<file path="config.mk">
export PLATFORM = sky130hd
export DESIGN_NAME = parallel_master_port_control
export DESIGN_NICKNAME = d
export VERILOG_FILES = /design/src/port_control_pkg.sv /design/src/parallel_master_port_control.sv
export VERILOG_INCLUDE_DIRS = /design/src
export SDC_FILE = /design/constraint.sdc
export NUM_CORES = 1
export LEC_CHECK = 0
export BUFFER_PORTS_ARGS = -buffer_cell sky130_fd_sc_hd__clkbuf_2
export CORE_ASPECT_RATIO = 1.25
export CORE_UTILIZATION = 47
export CTS_CLUSTER_DIAMETER = 60
export CTS_CLUSTER_SIZE = 30
export DETAILED_ROUTE_END_ITERATION = 10
export PLACE_DENSITY = 0.77
export SYNTH_ARGS = -nofsm -noshare
export SYNTH_HDL_FRONTEND = slang
export SYNTH_SLANG_ARGS = --single-unit
</file>
<file path="constraint.sdc">
create_clock -name clock_i -period 2.9 [get_ports clock_i]
set_input_delay 0.87 -clock clock_i [delete_from_list [all_inputs] [get_ports clock_i]]
set_output_delay 0.87 -clock clock_i [all_outputs]
set_load 0.01 [all_outputs]
</file>
<file path="src/port_control_params.svh">
`ifndef PORT_CONTROL_PARAMS_SVH
`define PORT_CONTROL_PARAMS_SVH

// ----------------------------------------
// register byte offsets
// ----------------------------------------
`define OFS_STATUS_RESERVED  4'h0
`define OFS_STROBE_WAIT      4'h4
`define OFS_IRQ_STATUS       4'h8
`define OFS_IRQ_MASK         4'hc

// ----------------------------------------
// field positions
// ----------------------------------------
`define BIT_BUSY             15
`define BIT_ERROR            13
`define BIT_TIMEOUT          12
`define BIT_WR_PIN_EN        15
`define BIT_RD_PIN_EN        14
`define BIT_BE1_PIN_EN       13
`define BIT_BE0_PIN_EN       12
`define BIT_STROBE_WAIT_HI   10
`define BIT_STROBE_WAIT_LO   9
`define BIT_HOLD_WAIT        8
`define IRQ_BIT_DONE         0
`define IRQ_BIT_ERROR        1
`define IRQ_BIT_TIMEOUT      2

// ----------------------------------------
// reset values and timing
// ----------------------------------------
`define RESET_16             16'h0000
`define RESET_IRQ            3'h0
`define QUARTERS_PER_CYCLE   4
`define HOLD_SHORT_QUARTERS  1
`define HOLD_LONG_QUARTERS   5
`define TOP_OF_SPACE         24'hffffff
`define AXI_RESP_OKAY        2'h0
`define AXI_RESP_SLVERR      2'h2

`endif

</file>
<file path="src/port_control_pkg.sv">
package port_control_pkg;
    // ----------------------------------------
    // transaction sequencer states
    // ----------------------------------------
    typedef enum logic [1:0] {
        ST_IDLE,
        ST_STROBE,
        ST_HOLD,
        ST_DATA
    } seq_state_t;
endpackage
</file>
<file path="src/parallel_master_port_control.sv">
// Design decisions made here: the placing of the registers and the AXI4-Lite register port.
`timescale 1ns/100ps
`default_nettype none
`include "port_control_params.svh"
module parallel_master_port_control
    import port_control_pkg::*;
#(
    parameter int QUARTER_CLKS    = 2,
    parameter int TIMEOUT_CLKS    = 256
) (
    input  wire logic        clock_i,
    input  wire logic        rst_i,
    input  wire logic        ce_i,
    input  wire logic [3:0]  s_axi_awaddr,
    input  wire logic        s_axi_awvalid,
    output logic             s_axi_awready,
    input  wire logic [31:0] s_axi_wdata,
    input  wire logic [3:0]  s_axi_wstrb,
    input  wire logic        s_axi_wvalid,
    output logic             s_axi_wready,
    output logic [1:0]       s_axi_bresp,
    output logic             s_axi_bvalid,
    input  wire logic        s_axi_bready,
    input  wire logic [3:0]  s_axi_araddr,
    input  wire logic        s_axi_arvalid,
    output logic             s_axi_arready,
    output logic [31:0]      s_axi_rdata,
    output logic [1:0]       s_axi_rresp,
    output logic             s_axi_rvalid,
    input  wire logic        s_axi_rready,
    input  wire logic        txn_start_i,
    input  wire logic        txn_write_i,
    input  wire logic [1:0]  txn_byte_en_i,
    input  wire logic        txn_ack_i,
    output logic             busy_o,
    output logic             irq_o,
    output logic             latch_strobe_o,
    output logic [23:0]      reserved_space_last_addr_o,
    output logic             write_enable_strobe_pin_o,
    output logic             write_enable_strobe_pin_oe_o,
    output logic             read_write_strobe_pin_o,
    output logic             read_write_strobe_pin_oe_o,
    output logic             high_byte_enable_pin_o,
    output logic             high_byte_enable_pin_oe_o,
    output logic             low_byte_enable_pin_o,
    output logic             low_byte_enable_pin_oe_o
);

    // ----------------------------------------
    // state
    // ----------------------------------------
    seq_state_t  state_reg;
    logic [15:0] count_reg;
    logic        error_reg;
    logic        timeout_reg;
    logic [7:0]  reserved_space_upper_address_reg;
    logic [3:0]  pin_enable_reg;
    logic [1:0]  latch_strobe_wait_select_reg;
    logic        latch_hold_wait_select_reg;
    logic [2:0]  irq_status_reg;
    logic [2:0]  irq_mask_reg;
    logic        write_reg;
    logic [1:0]  byte_en_reg;
    logic        ack_meta_reg;
    logic        ack_sync_reg;
    logic        wr_fire;
    logic        rd_fire;
    logic        start_ok;
    logic        start_bad;
    logic        done_evt;
    logic        tmo_evt;
    logic        status_w1c;
    logic [2:0]  irq_set;
    logic [15:0] wdata16;
    logic [31:0] rdata_next;

    // strobe length in clocks: (2*sel+1) half cycles, two quarters per half
    function automatic logic [15:0] strobe_clks(input logic [1:0] sel);
        strobe_clks = 16'(({2'h0, sel} * 4'h2 + 4'h1) * 2 * QUARTER_CLKS);
    endfunction

    // hold length in clocks
    function automatic logic [15:0] hold_clks(input logic sel);
        hold_clks = 16'((sel ? `HOLD_LONG_QUARTERS : `HOLD_SHORT_QUARTERS) * QUARTER_CLKS);
    endfunction

    assign wr_fire   = s_axi_awvalid && s_axi_wvalid && !s_axi_awready && !s_axi_bvalid;
    assign rd_fire   = s_axi_arvalid && !s_axi_arready && !s_axi_rvalid;
    assign start_ok  = txn_start_i && state_reg == ST_IDLE;
    assign start_bad = txn_start_i && state_reg != ST_IDLE;
    assign done_evt  = state_reg == ST_DATA && ack_sync_reg;
    assign tmo_evt   = state_reg == ST_DATA && !ack_sync_reg && count_reg == 16'h0001;
    assign wdata16   = s_axi_wdata[15:0];
    // write to the status word with its upper byte lane open: the only way to clear the error and timeout flags
    assign status_w1c = wr_fire && s_axi_awaddr == `OFS_STATUS_RESERVED && s_axi_wstrb[1];
    assign irq_set   = {tmo_evt, start_bad, done_evt};

    // ----------------------------------------
    // acknowledge pin synchroniser
    // ----------------------------------------
    // the pin belongs to the far device, so it is retimed before use
    always_ff @(posedge clock_i or posedge rst_i) begin
        if (rst_i) begin
            ack_meta_reg <= 1'b0;
            ack_sync_reg <= 1'b0;
        end else if (ce_i) begin
            ack_meta_reg <= txn_ack_i;
            ack_sync_reg <= ack_meta_reg;
        end
    end

    // ----------------------------------------
    // transaction sequencer
    // ----------------------------------------
    // busy tracking
    always_ff @(posedge clock_i or posedge rst_i) begin
        if (rst_i) begin
            state_reg   <= ST_IDLE;
            count_reg   <= 16'h0000;
            write_reg   <= 1'b0;
            byte_en_reg <= 2'h0;
        end else if (ce_i) begin
            case (state_reg)
                ST_IDLE: begin
                    if (start_ok) begin
                        state_reg   <= ST_STROBE;
                        count_reg   <= strobe_clks(latch_strobe_wait_select_reg);
                        write_reg   <= txn_write_i;
                        byte_en_reg <= txn_byte_en_i;
                    end
                end
                ST_STROBE: begin
                    if (count_reg == 16'h0001) begin
                        state_reg <= ST_HOLD;
                        count_reg <= hold_clks(latch_hold_wait_select_reg);
                    end else begin
                        count_reg <= count_reg - 16'h0001;
                    end
                end
                ST_HOLD: begin
                    if (count_reg == 16'h0001) begin
                        state_reg <= ST_DATA;
                        count_reg <= 16'(TIMEOUT_CLKS);
                    end else begin
                        count_reg <= count_reg - 16'h0001;
                    end
                end
                ST_DATA: begin
                    if (done_evt || tmo_evt) begin
                        state_reg <= ST_IDLE;
                        count_reg <= 16'h0000;
                    end else begin
                        count_reg <= count_reg - 16'h0001;
                    end
                end
                default: begin
                    state_reg <= ST_IDLE;
                end
            endcase
        end
    end

    // ----------------------------------------
    // status flags
    // ----------------------------------------
    // error flag, set beats a write-one clear
    always_ff @(posedge clock_i or posedge rst_i) begin
        if (rst_i) begin
            error_reg <= 1'b0;
        end else if (ce_i) begin
            if (start_bad) begin
                error_reg <= 1'b1;
            end else if (status_w1c && wdata16[`BIT_ERROR]) begin
                error_reg <= 1'b0;
            end
        end
    end

    // timeout flag, set beats a write-one clear
    always_ff @(posedge clock_i or posedge rst_i) begin
        if (rst_i) begin
            timeout_reg <= 1'b0;
        end else if (ce_i) begin
            if (tmo_evt) begin
                timeout_reg <= 1'b1;
            end else if (status_w1c && wdata16[`BIT_TIMEOUT]) begin
                timeout_reg <= 1'b0;
            end
        end
    end

    // ----------------------------------------
    // configuration registers
    // ----------------------------------------
    always_ff @(posedge clock_i or posedge rst_i) begin
        if (rst_i) begin
            reserved_space_upper_address_reg <= 8'h00;
            pin_enable_reg                   <= 4'h0;
            latch_strobe_wait_select_reg     <= 2'h0;
            latch_hold_wait_select_reg       <= 1'b0;
            irq_mask_reg                     <= `RESET_IRQ;
        end else if (ce_i && wr_fire) begin
            if (s_axi_awaddr == `OFS_STATUS_RESERVED && s_axi_wstrb[0]) begin
                reserved_space_upper_address_reg <= wdata16[7:0];
            end
            if (s_axi_awaddr == `OFS_STROBE_WAIT && s_axi_wstrb[1]) begin
                pin_enable_reg               <= wdata16[`BIT_WR_PIN_EN:`BIT_BE0_PIN_EN];
                latch_strobe_wait_select_reg <= wdata16[`BIT_STROBE_WAIT_HI:`BIT_STROBE_WAIT_LO];
                latch_hold_wait_select_reg   <= wdata16[`BIT_HOLD_WAIT];
            end
            if (s_axi_awaddr == `OFS_IRQ_MASK && s_axi_wstrb[0]) begin
                irq_mask_reg <= s_axi_wdata[2:0];
            end
        end
    end

    // ----------------------------------------
    // interrupt
    // ----------------------------------------
    // sticky events; a new event in the clearing cycle survives
    always_ff @(posedge clock_i or posedge rst_i) begin
        if (rst_i) begin
            irq_status_reg <= `RESET_IRQ;
            irq_o          <= 1'b0;
        end else if (ce_i) begin
            if (wr_fire && s_axi_awaddr == `OFS_IRQ_STATUS && s_axi_wstrb[0]) begin
                irq_status_reg <= (irq_status_reg & ~s_axi_wdata[2:0]) | irq_set;
            end else begin
                irq_status_reg <= irq_status_reg | irq_set;
            end
            irq_o <= |(irq_status_reg & irq_mask_reg);
        end
    end

    // ----------------------------------------
    // axi4-lite slave
    // ----------------------------------------
    always_comb begin
        rdata_next = 32'h0000_0000;
        case (s_axi_araddr)
            `OFS_STATUS_RESERVED: rdata_next = {16'h0000, state_reg != ST_IDLE, 1'b0, error_reg, timeout_reg,
                                                4'h0, reserved_space_upper_address_reg};
            `OFS_STROBE_WAIT:     rdata_next = {16'h0000, pin_enable_reg, 1'b0, latch_strobe_wait_select_reg,
                                                latch_hold_wait_select_reg, 8'h00};
            `OFS_IRQ_STATUS:      rdata_next = {29'h0, irq_status_reg};
            `OFS_IRQ_MASK:        rdata_next = {29'h0, irq_mask_reg};
            default:              rdata_next = 32'h0000_0000;
        endcase
    end

    // write channel: address and data taken together, answer one cycle later
    always_ff @(posedge clock_i or posedge rst_i) begin
        if (rst_i) begin
            s_axi_awready <= 1'b0;
            s_axi_wready  <= 1'b0;
            s_axi_bvalid  <= 1'b0;
            s_axi_bresp   <= `AXI_RESP_OKAY;
        end else if (ce_i) begin
            s_axi_awready <= wr_fire;
            s_axi_wready  <= wr_fire;
            if (wr_fire) begin
                s_axi_bvalid <= 1'b1;
                s_axi_bresp  <= (s_axi_awaddr[1:0] == 2'h0) ? `AXI_RESP_OKAY : `AXI_RESP_SLVERR;
            end else if (s_axi_bready) begin
                s_axi_bvalid <= 1'b0;
            end
        end
    end

    // read channel; unmapped offsets read zero with slverr
    always_ff @(posedge clock_i or posedge rst_i) begin
        if (rst_i) begin
            s_axi_arready <= 1'b0;
            s_axi_rvalid  <= 1'b0;
            s_axi_rdata   <= 32'h0000_0000;
            s_axi_rresp   <= `AXI_RESP_OKAY;
        end else if (ce_i) begin
            s_axi_arready <= rd_fire;
            if (rd_fire) begin
                s_axi_rvalid <= 1'b1;
                s_axi_rdata  <= rdata_next;
                s_axi_rresp  <= (s_axi_araddr[1:0] == 2'h0) ? `AXI_RESP_OKAY : `AXI_RESP_SLVERR;
            end else if (s_axi_rready) begin
                s_axi_rvalid <= 1'b0;
            end
        end
    end

    // ----------------------------------------
    // pins and port outputs
    // ----------------------------------------
    // registered so every pin changes cleanly on the clock edge
    always_ff @(posedge clock_i or posedge rst_i) begin
        if (rst_i) begin
            busy_o                       <= 1'b0;
            latch_strobe_o               <= 1'b0;
            reserved_space_last_addr_o   <= `TOP_OF_SPACE;
            write_enable_strobe_pin_o    <= 1'b0;
            write_enable_strobe_pin_oe_o <= 1'b0;
            read_write_strobe_pin_o      <= 1'b0;
            read_write_strobe_pin_oe_o   <= 1'b0;
            high_byte_enable_pin_o       <= 1'b0;
            high_byte_enable_pin_oe_o    <= 1'b0;
            low_byte_enable_pin_o        <= 1'b0;
            low_byte_enable_pin_oe_o     <= 1'b0;
        end else if (ce_i) begin
            busy_o                       <= state_reg != ST_IDLE && !(done_evt || tmo_evt) || start_ok;
            latch_strobe_o               <= state_reg == ST_STROBE && count_reg != 16'h0001 || start_ok;
            // last address of the reserved space
            reserved_space_last_addr_o   <= (reserved_space_upper_address_reg == 8'h00) ? `TOP_OF_SPACE :
                                            24'({reserved_space_upper_address_reg, 16'h0000} - 24'h000001);
            // pin ownership from the enable bits
            write_enable_strobe_pin_oe_o <= pin_enable_reg[3];
            read_write_strobe_pin_oe_o   <= pin_enable_reg[2];
            high_byte_enable_pin_oe_o    <= pin_enable_reg[1];
            low_byte_enable_pin_oe_o     <= pin_enable_reg[0];
            write_enable_strobe_pin_o    <= state_reg == ST_DATA && !(done_evt || tmo_evt) ||
                                            state_reg == ST_HOLD && count_reg == 16'h0001;
            read_write_strobe_pin_o      <= write_reg;
            high_byte_enable_pin_o       <= byte_en_reg[1];
            low_byte_enable_pin_o        <= byte_en_reg[0];
        end
    end
endmodule
`default_nettype wire

</file>
# After elaboration in Yosys (flattened, before gate mapping)
# Index checks and enable logic that the tools add are counted.
# classes
n_mux	24
n_addsub	3
n_bitwise	5
reduce_logical	58
n_eq_ne	15
# ops
op	n
case mux 16 bit (4 select lines)	2
2-to-1 mux 16 bit	4
logical AND 1 bit	24
2-to-1 mux 24 bit	1
subtractor 24 x 1 -> 24 bit, second input constant	1
AND reduction 2 bit	10
== test 16 x 1 -> 1 bit, second input constant	1
== test 4 bit, second input constant	4
inequality test 16 x 1 -> 1 bit, second input constant	1
subtractor 16 x 1 -> 16 bit, second input constant	1
2-to-1 mux 2 bit	6
nonzero test 2 bit	5
== test 4 x 3 -> 1 bit, second input constant	2
zero test 4 bit	2
zero test 8 bit	1
2-to-1 mux 1 bit	8
case mux 2 bit (4 select lines)	1
AND 3 bit	2
zero test 1 bit	6
zero test 2 bit	3
2-to-1 mux 3 bit	2
inequality test 2 x 1 -> 1 bit, second input constant	3
OR 3 bit	2
AND reduction 5 bit	1
other kinds (8)	12
# totals
out_inout_bits	76
register_bits	121
inputBits	57

# Longest topological paths before layout
# depth
ltp_word	8
depth_mapped	7
mapped_depth_nobuf	6

# Least setup slack after synthesis
# Ideal clock, no wire load.
# synth_timing
path_type	input port to flip-flop
start	in s_axi_awvalid
end	reg reserved_space_upper_address_reg[0]
path_buffers	0
stages	4
t_required_ns	2.775
arrival_ns	1.963
setup_slack_ns	0.812
setup_time_ns	0.125
path_cell_list	and4bb_1 > nand4_1 > nor3_4 > mux2_2
# synth_via
elab_chain_len	5
# synth_lines
item	line_no	text
start: declaration	parallel_master_port_control.sv:15	input wire logic s_axi_awvalid,
logical AND 1 bit (3 in a row)	parallel_master_port_control.sv:87	assign wr_fire = s_axi_awvalid && s_axi_wvalid && !s_axi_awready && !s_axi_bvalid;
logical AND 1 bit	parallel_master_port_control.sv:202	end else if (ce_i && wr_fire) begin
AND reduction 2 bit (no line)	-	
end signal: assignment	parallel_master_port_control.sv:204	reserved_space_upper_address_reg <= wdata16[7:0];
end: declaration	parallel_master_port_control.sv:56	logic [7:0] reserved_space_upper_address_reg;
# No other way between the ends.
# A chain may end at the register's enable or synchronous reset.

# Worst setup path in the final report
# layout_timing
start	reg state_reg[0]
end	reg state_reg[1]
# layout_via
elab_chain_len	6
word_cells_on_any_way	15
# layout_lines
item	line_no	text
start: declaration	parallel_master_port_control.sv:52	seq_state_t state_reg;
start signal: assignment	parallel_master_port_control.sv:118	state_reg <= ST_IDLE;
start signal: assignment	parallel_master_port_control.sv:126	state_reg <= ST_STROBE;
start signal: assignment	parallel_master_port_control.sv:134	state_reg <= ST_HOLD;
== test 2 bit	parallel_master_port_control.sv:91, parallel_master_port_control.sv:92, parallel_master_port_control.sv:123	
logical AND 1 bit (2 in a row)	parallel_master_port_control.sv:92	assign tmo_evt = state_reg == ST_DATA && !ack_sync_reg && count_reg == 16'h0001;
logical OR 1 bit	parallel_master_port_control.sv:149	if (done_evt || tmo_evt) begin
inequality test 2 x 1 -> 1 bit (no line)	-	
AND reduction 5 bit (no line)	-	
# Parallel ways exist; a longest one is shown, timed or not.

==> results.py <==
metrics = {
    "worst_setup_path": {
        "cp.buffers_inverters": 2,
        "crit_type": "register to register",
        "critical_path.top_delay_family": "compound AO/OA/AOI/OAI gates",
        "critPathMaxFanout": 11,
        "max_stage_delay_ps": 660,
        "cpMostUsedCell": "inv_1",
        "end_kind": "register",
        "required_ps": 3120,
        "path_cells": "inv_1 -> ha_1 -> inv_1 -> o21ai_1 -> a21oi_1 -> mux2_2",
        "start_kind": "register",
        "crit_arrival_ps": 2620,
        "cp_slowest_cell": "o21ai_1",
    },
    "cells_and_area": {
        "design_area_um2": 5080,
        "largest_reg_flops": 16,
        "drive_gt1_frac": 0.329,
        "nFillCells": 814,
        "area_growth_pct": 16.2,
        "diodes": 0,
        "finalNetCount": 547,
    },
    "synthesis": {
        "ys_ff_latch": 86,
        "ys_types": 62,
        "postSynthAreaPerCell_um2": 10.9,
        "synth_most_common_cell": "dfrtp_1",
        "synthAdderAreaFrac": 0.0229,
        "synth_edf_count": 0,
        "yosys.area.top_type_share": 0.447,
        "yosysSeqAreaShare": 0.495,
        "synth.area.top_cells": "dfrtp_1 45%, mux2_2 9.3%, buf_4 6.2%",
        "yosys.area_share.simple": 0.128,
        "synth_mux_area_frac": 0.106,
        "synth_xor_area_frac": 0.0120,
        "synth_top_area_cell": "dfrtp_1",
        "netlist_instances": 402,
        "synth_compound_area_frac": 0.139,
        "synthFlopType": "dfrtp_1",
        "synth_top_family_by_area": "compound AO/OA/AOI/OAI gates",
        "yosys_warnings": 0,
        "async_flop_share": 1.00,
        "syn_area_um2": 4370,
        "synth_common_cells": "78 x dfrtp_1, 36 x buf_4, 36 x mux2_2",
    },
    "clock_tree": {
        "clk_pin_slew_ps": 70,
        "insertion_delay_ps": 330,
        "cts_setup_buffers": 0,
        "cts_buffer_depth": 2,
        "cts_tree": "yes",
        "cts_buffers": 9,
        "cts_num_sinks": 86,
        "cts_resized": 0,
        "clock-root-buffer": "clkbuf_16",
        "htreeDepth": 3,
        "cts-hold-fix-buffers": 0,
    },
    "routing": {
        "final_antenna_net_count": 0,
        "drt-met1-wl_um": 3900,
        "drt-initial-drc-count": 235,
        "drc": 0,
        "dr_wl_met2_um": 5160,
        "wl_met3_um": 451,
        "wire_per_inst_um": 15.8,
        "dr.pass1.iters": 4,
        "routed_via_density": 5.50,
        "num_vias": 3357,
        "drt-total-wl_um": 9660,
        "top_layer_used": "met4",
    },
    "timing": {
        "timing.final.crit_share": 0.827,
        "fmax_mhz": 417,
        "rsz0062_at_grt": "no",
        "hold_viol_final": 0,
        "worst_pin_slew_ps": 779,
        "maxSlewHeadroom": 0.477,
        "setup-tns-final_ps": 0,
        "clock_skew_ps": 7.50,
        "period_minus_slack_ps": 2400,
        "setup_viol": 0,
        "drv_slew": 0,
    },
    "placement": {
        "place_area_um2": 4790,
        "place_congestion": 0.865,
        "io_buffers": 78,
        "place_hpwl_um": 6990,
    },
    "floorplan": {
        "core_um2": 9080,
        "num_io_pins": 133,
        "die_h_um": 110,
        "rows": 39,
        "die_w_um": 88.3,
        "die_area_um2": 9690,
        "initial_core_util": 0.482,
    },
    "pwr": {
        "static-leakage-power_uw": 0.00246,
        "fin_total_pwr_uw": 4190,
        "power_density_nw_per_um2": 825,
        "ir_drop_v": 0.000469,
    },
    "grt": {
        "grt_max_degree": 60,
        "grt_pass1_vias": 3180,
        "track_usage": 0.204,
        "antenna_found_initial": 0,
        "grt-ovfl-total": 0,
        "grt_pass1_wl_um": 15000,
    },
    "worst_hold_path": {
        "hold_path_class": "register to register",
    },
    "run_status": {
        "outcome": "finished clean",
    },
    "flow_run": {
        "drv_cap": 0,
    },
}
## worst paths after layout
kind	start	to	slack (ps)	cells after the start
setup reg to reg	state_reg[0]	state_reg[1]	500	6
hold / removal	reserved_space_last_addr_o[20]	reserved_space_last_addr_o[20]	490	2
max in group asynchronous	rst_i	reserved_space_last_addr_o[22]	1930	3
setup / recovery	state_reg[0]	state_reg[1]	500	6
hold reg to reg	reserved_space_last_addr_o[20]	reserved_space_last_addr_o[20]	490	2
min in group asynchronous	rst_i	reserved_space_last_addr_o[18]	590	2
## area by class of cell
cell class,instances,area [um^2],share of cell area
Clock buffer,10,239,0.0471
Clock inverter,6,52.6,0.0103
Inverter,21,82.6,0.0163
Multi-Input combinational cell,277,1920,0.378
Sequential cell,86,2160,0.426
Tap cell,123,154,0.0303
Timing Repair Buffer,87,470,0.0927
## routing by layer
layer	GRT usage	vias up
met5	0	-
met3	0.0338	14
met2	0.364	118
li1	-	1552
met1	0.237	1673
met4	0.0899	0
## worst register-to-register path, delay by kind of cell, from the launching register on
family                   cells  cell delay [ps]
AO/OA/AOI/OAI                2              830
buffers and inverters        2              300
adder cells (fa/ha/maj)      1              450
multiplexers                 1              310
flip-flops                   1              400
## through the flow
| step | hold WS [ps] | std cells | utilization | setup WS [ps] |
|---|---|---|---|---|
| after floorplan | 449 | 435 | - | 812 |
| after global placement | 475 | 594 | 0.527 | 523 |
| after detailed placement | 477 | 594 | 0.527 | 480 |
| after CTS | 492 | 610 | 0.559 | 514 |
| after global routing | 515 | 610 | 0.559 | 370 |
| final | 486 | 610 | 0.559 | 501 |
## cells in the final DEF (no fill, tap or decap), drive strengths merged, types with 2 or more instances in the layout
master / count
nand2: 26
a32o: 4
o21ai: 13
a22oi: 3
dfstp: 8
a21oi: 14
buf: 9
a41oi: 3
o2bb2ai: 2
clkbuf: 88
or3: 5
nand4: 7
inv: 23
nor3: 10
mux2i: 6
xnor2: 2
o22ai: 4
clkinvlp: 3
mux2: 36
conb: 35
xor2: 4
o311ai: 5
a22o: 10
nor4: 5
nor2b: 3
dfrtp: 78
nand3: 7
nor2: 22
or4: 3
ha: 8
a31oi: 16
nand3b: 2
o211ai: 4
## power breakdown
| part | switching [uW] | internal [uW] |
|---|---|---|
| logic | 780 | 575 |
| clock network | 496 | 617 |
| registers | 243 | 1480 |
| total | 1520 | 2670 |
## cells by family (layout without fill, tap and decap cells)
| logic type | Yosys count | after routing |
|---|---|---|
| other | 2 | 35 |
| buffers and inverters | 72 | 124 |
| xor gates and xnor gates | 6 | 6 |
| AOI/OAI and AO/OA | 87 | 87 |
| DFF | 86 | 86 |
| adders and majority gates | 8 | 8 |
| muxes | 42 | 42 |
| and+or+nand+nor | 99 | 99 |
(Power assumes the default switching activity.)
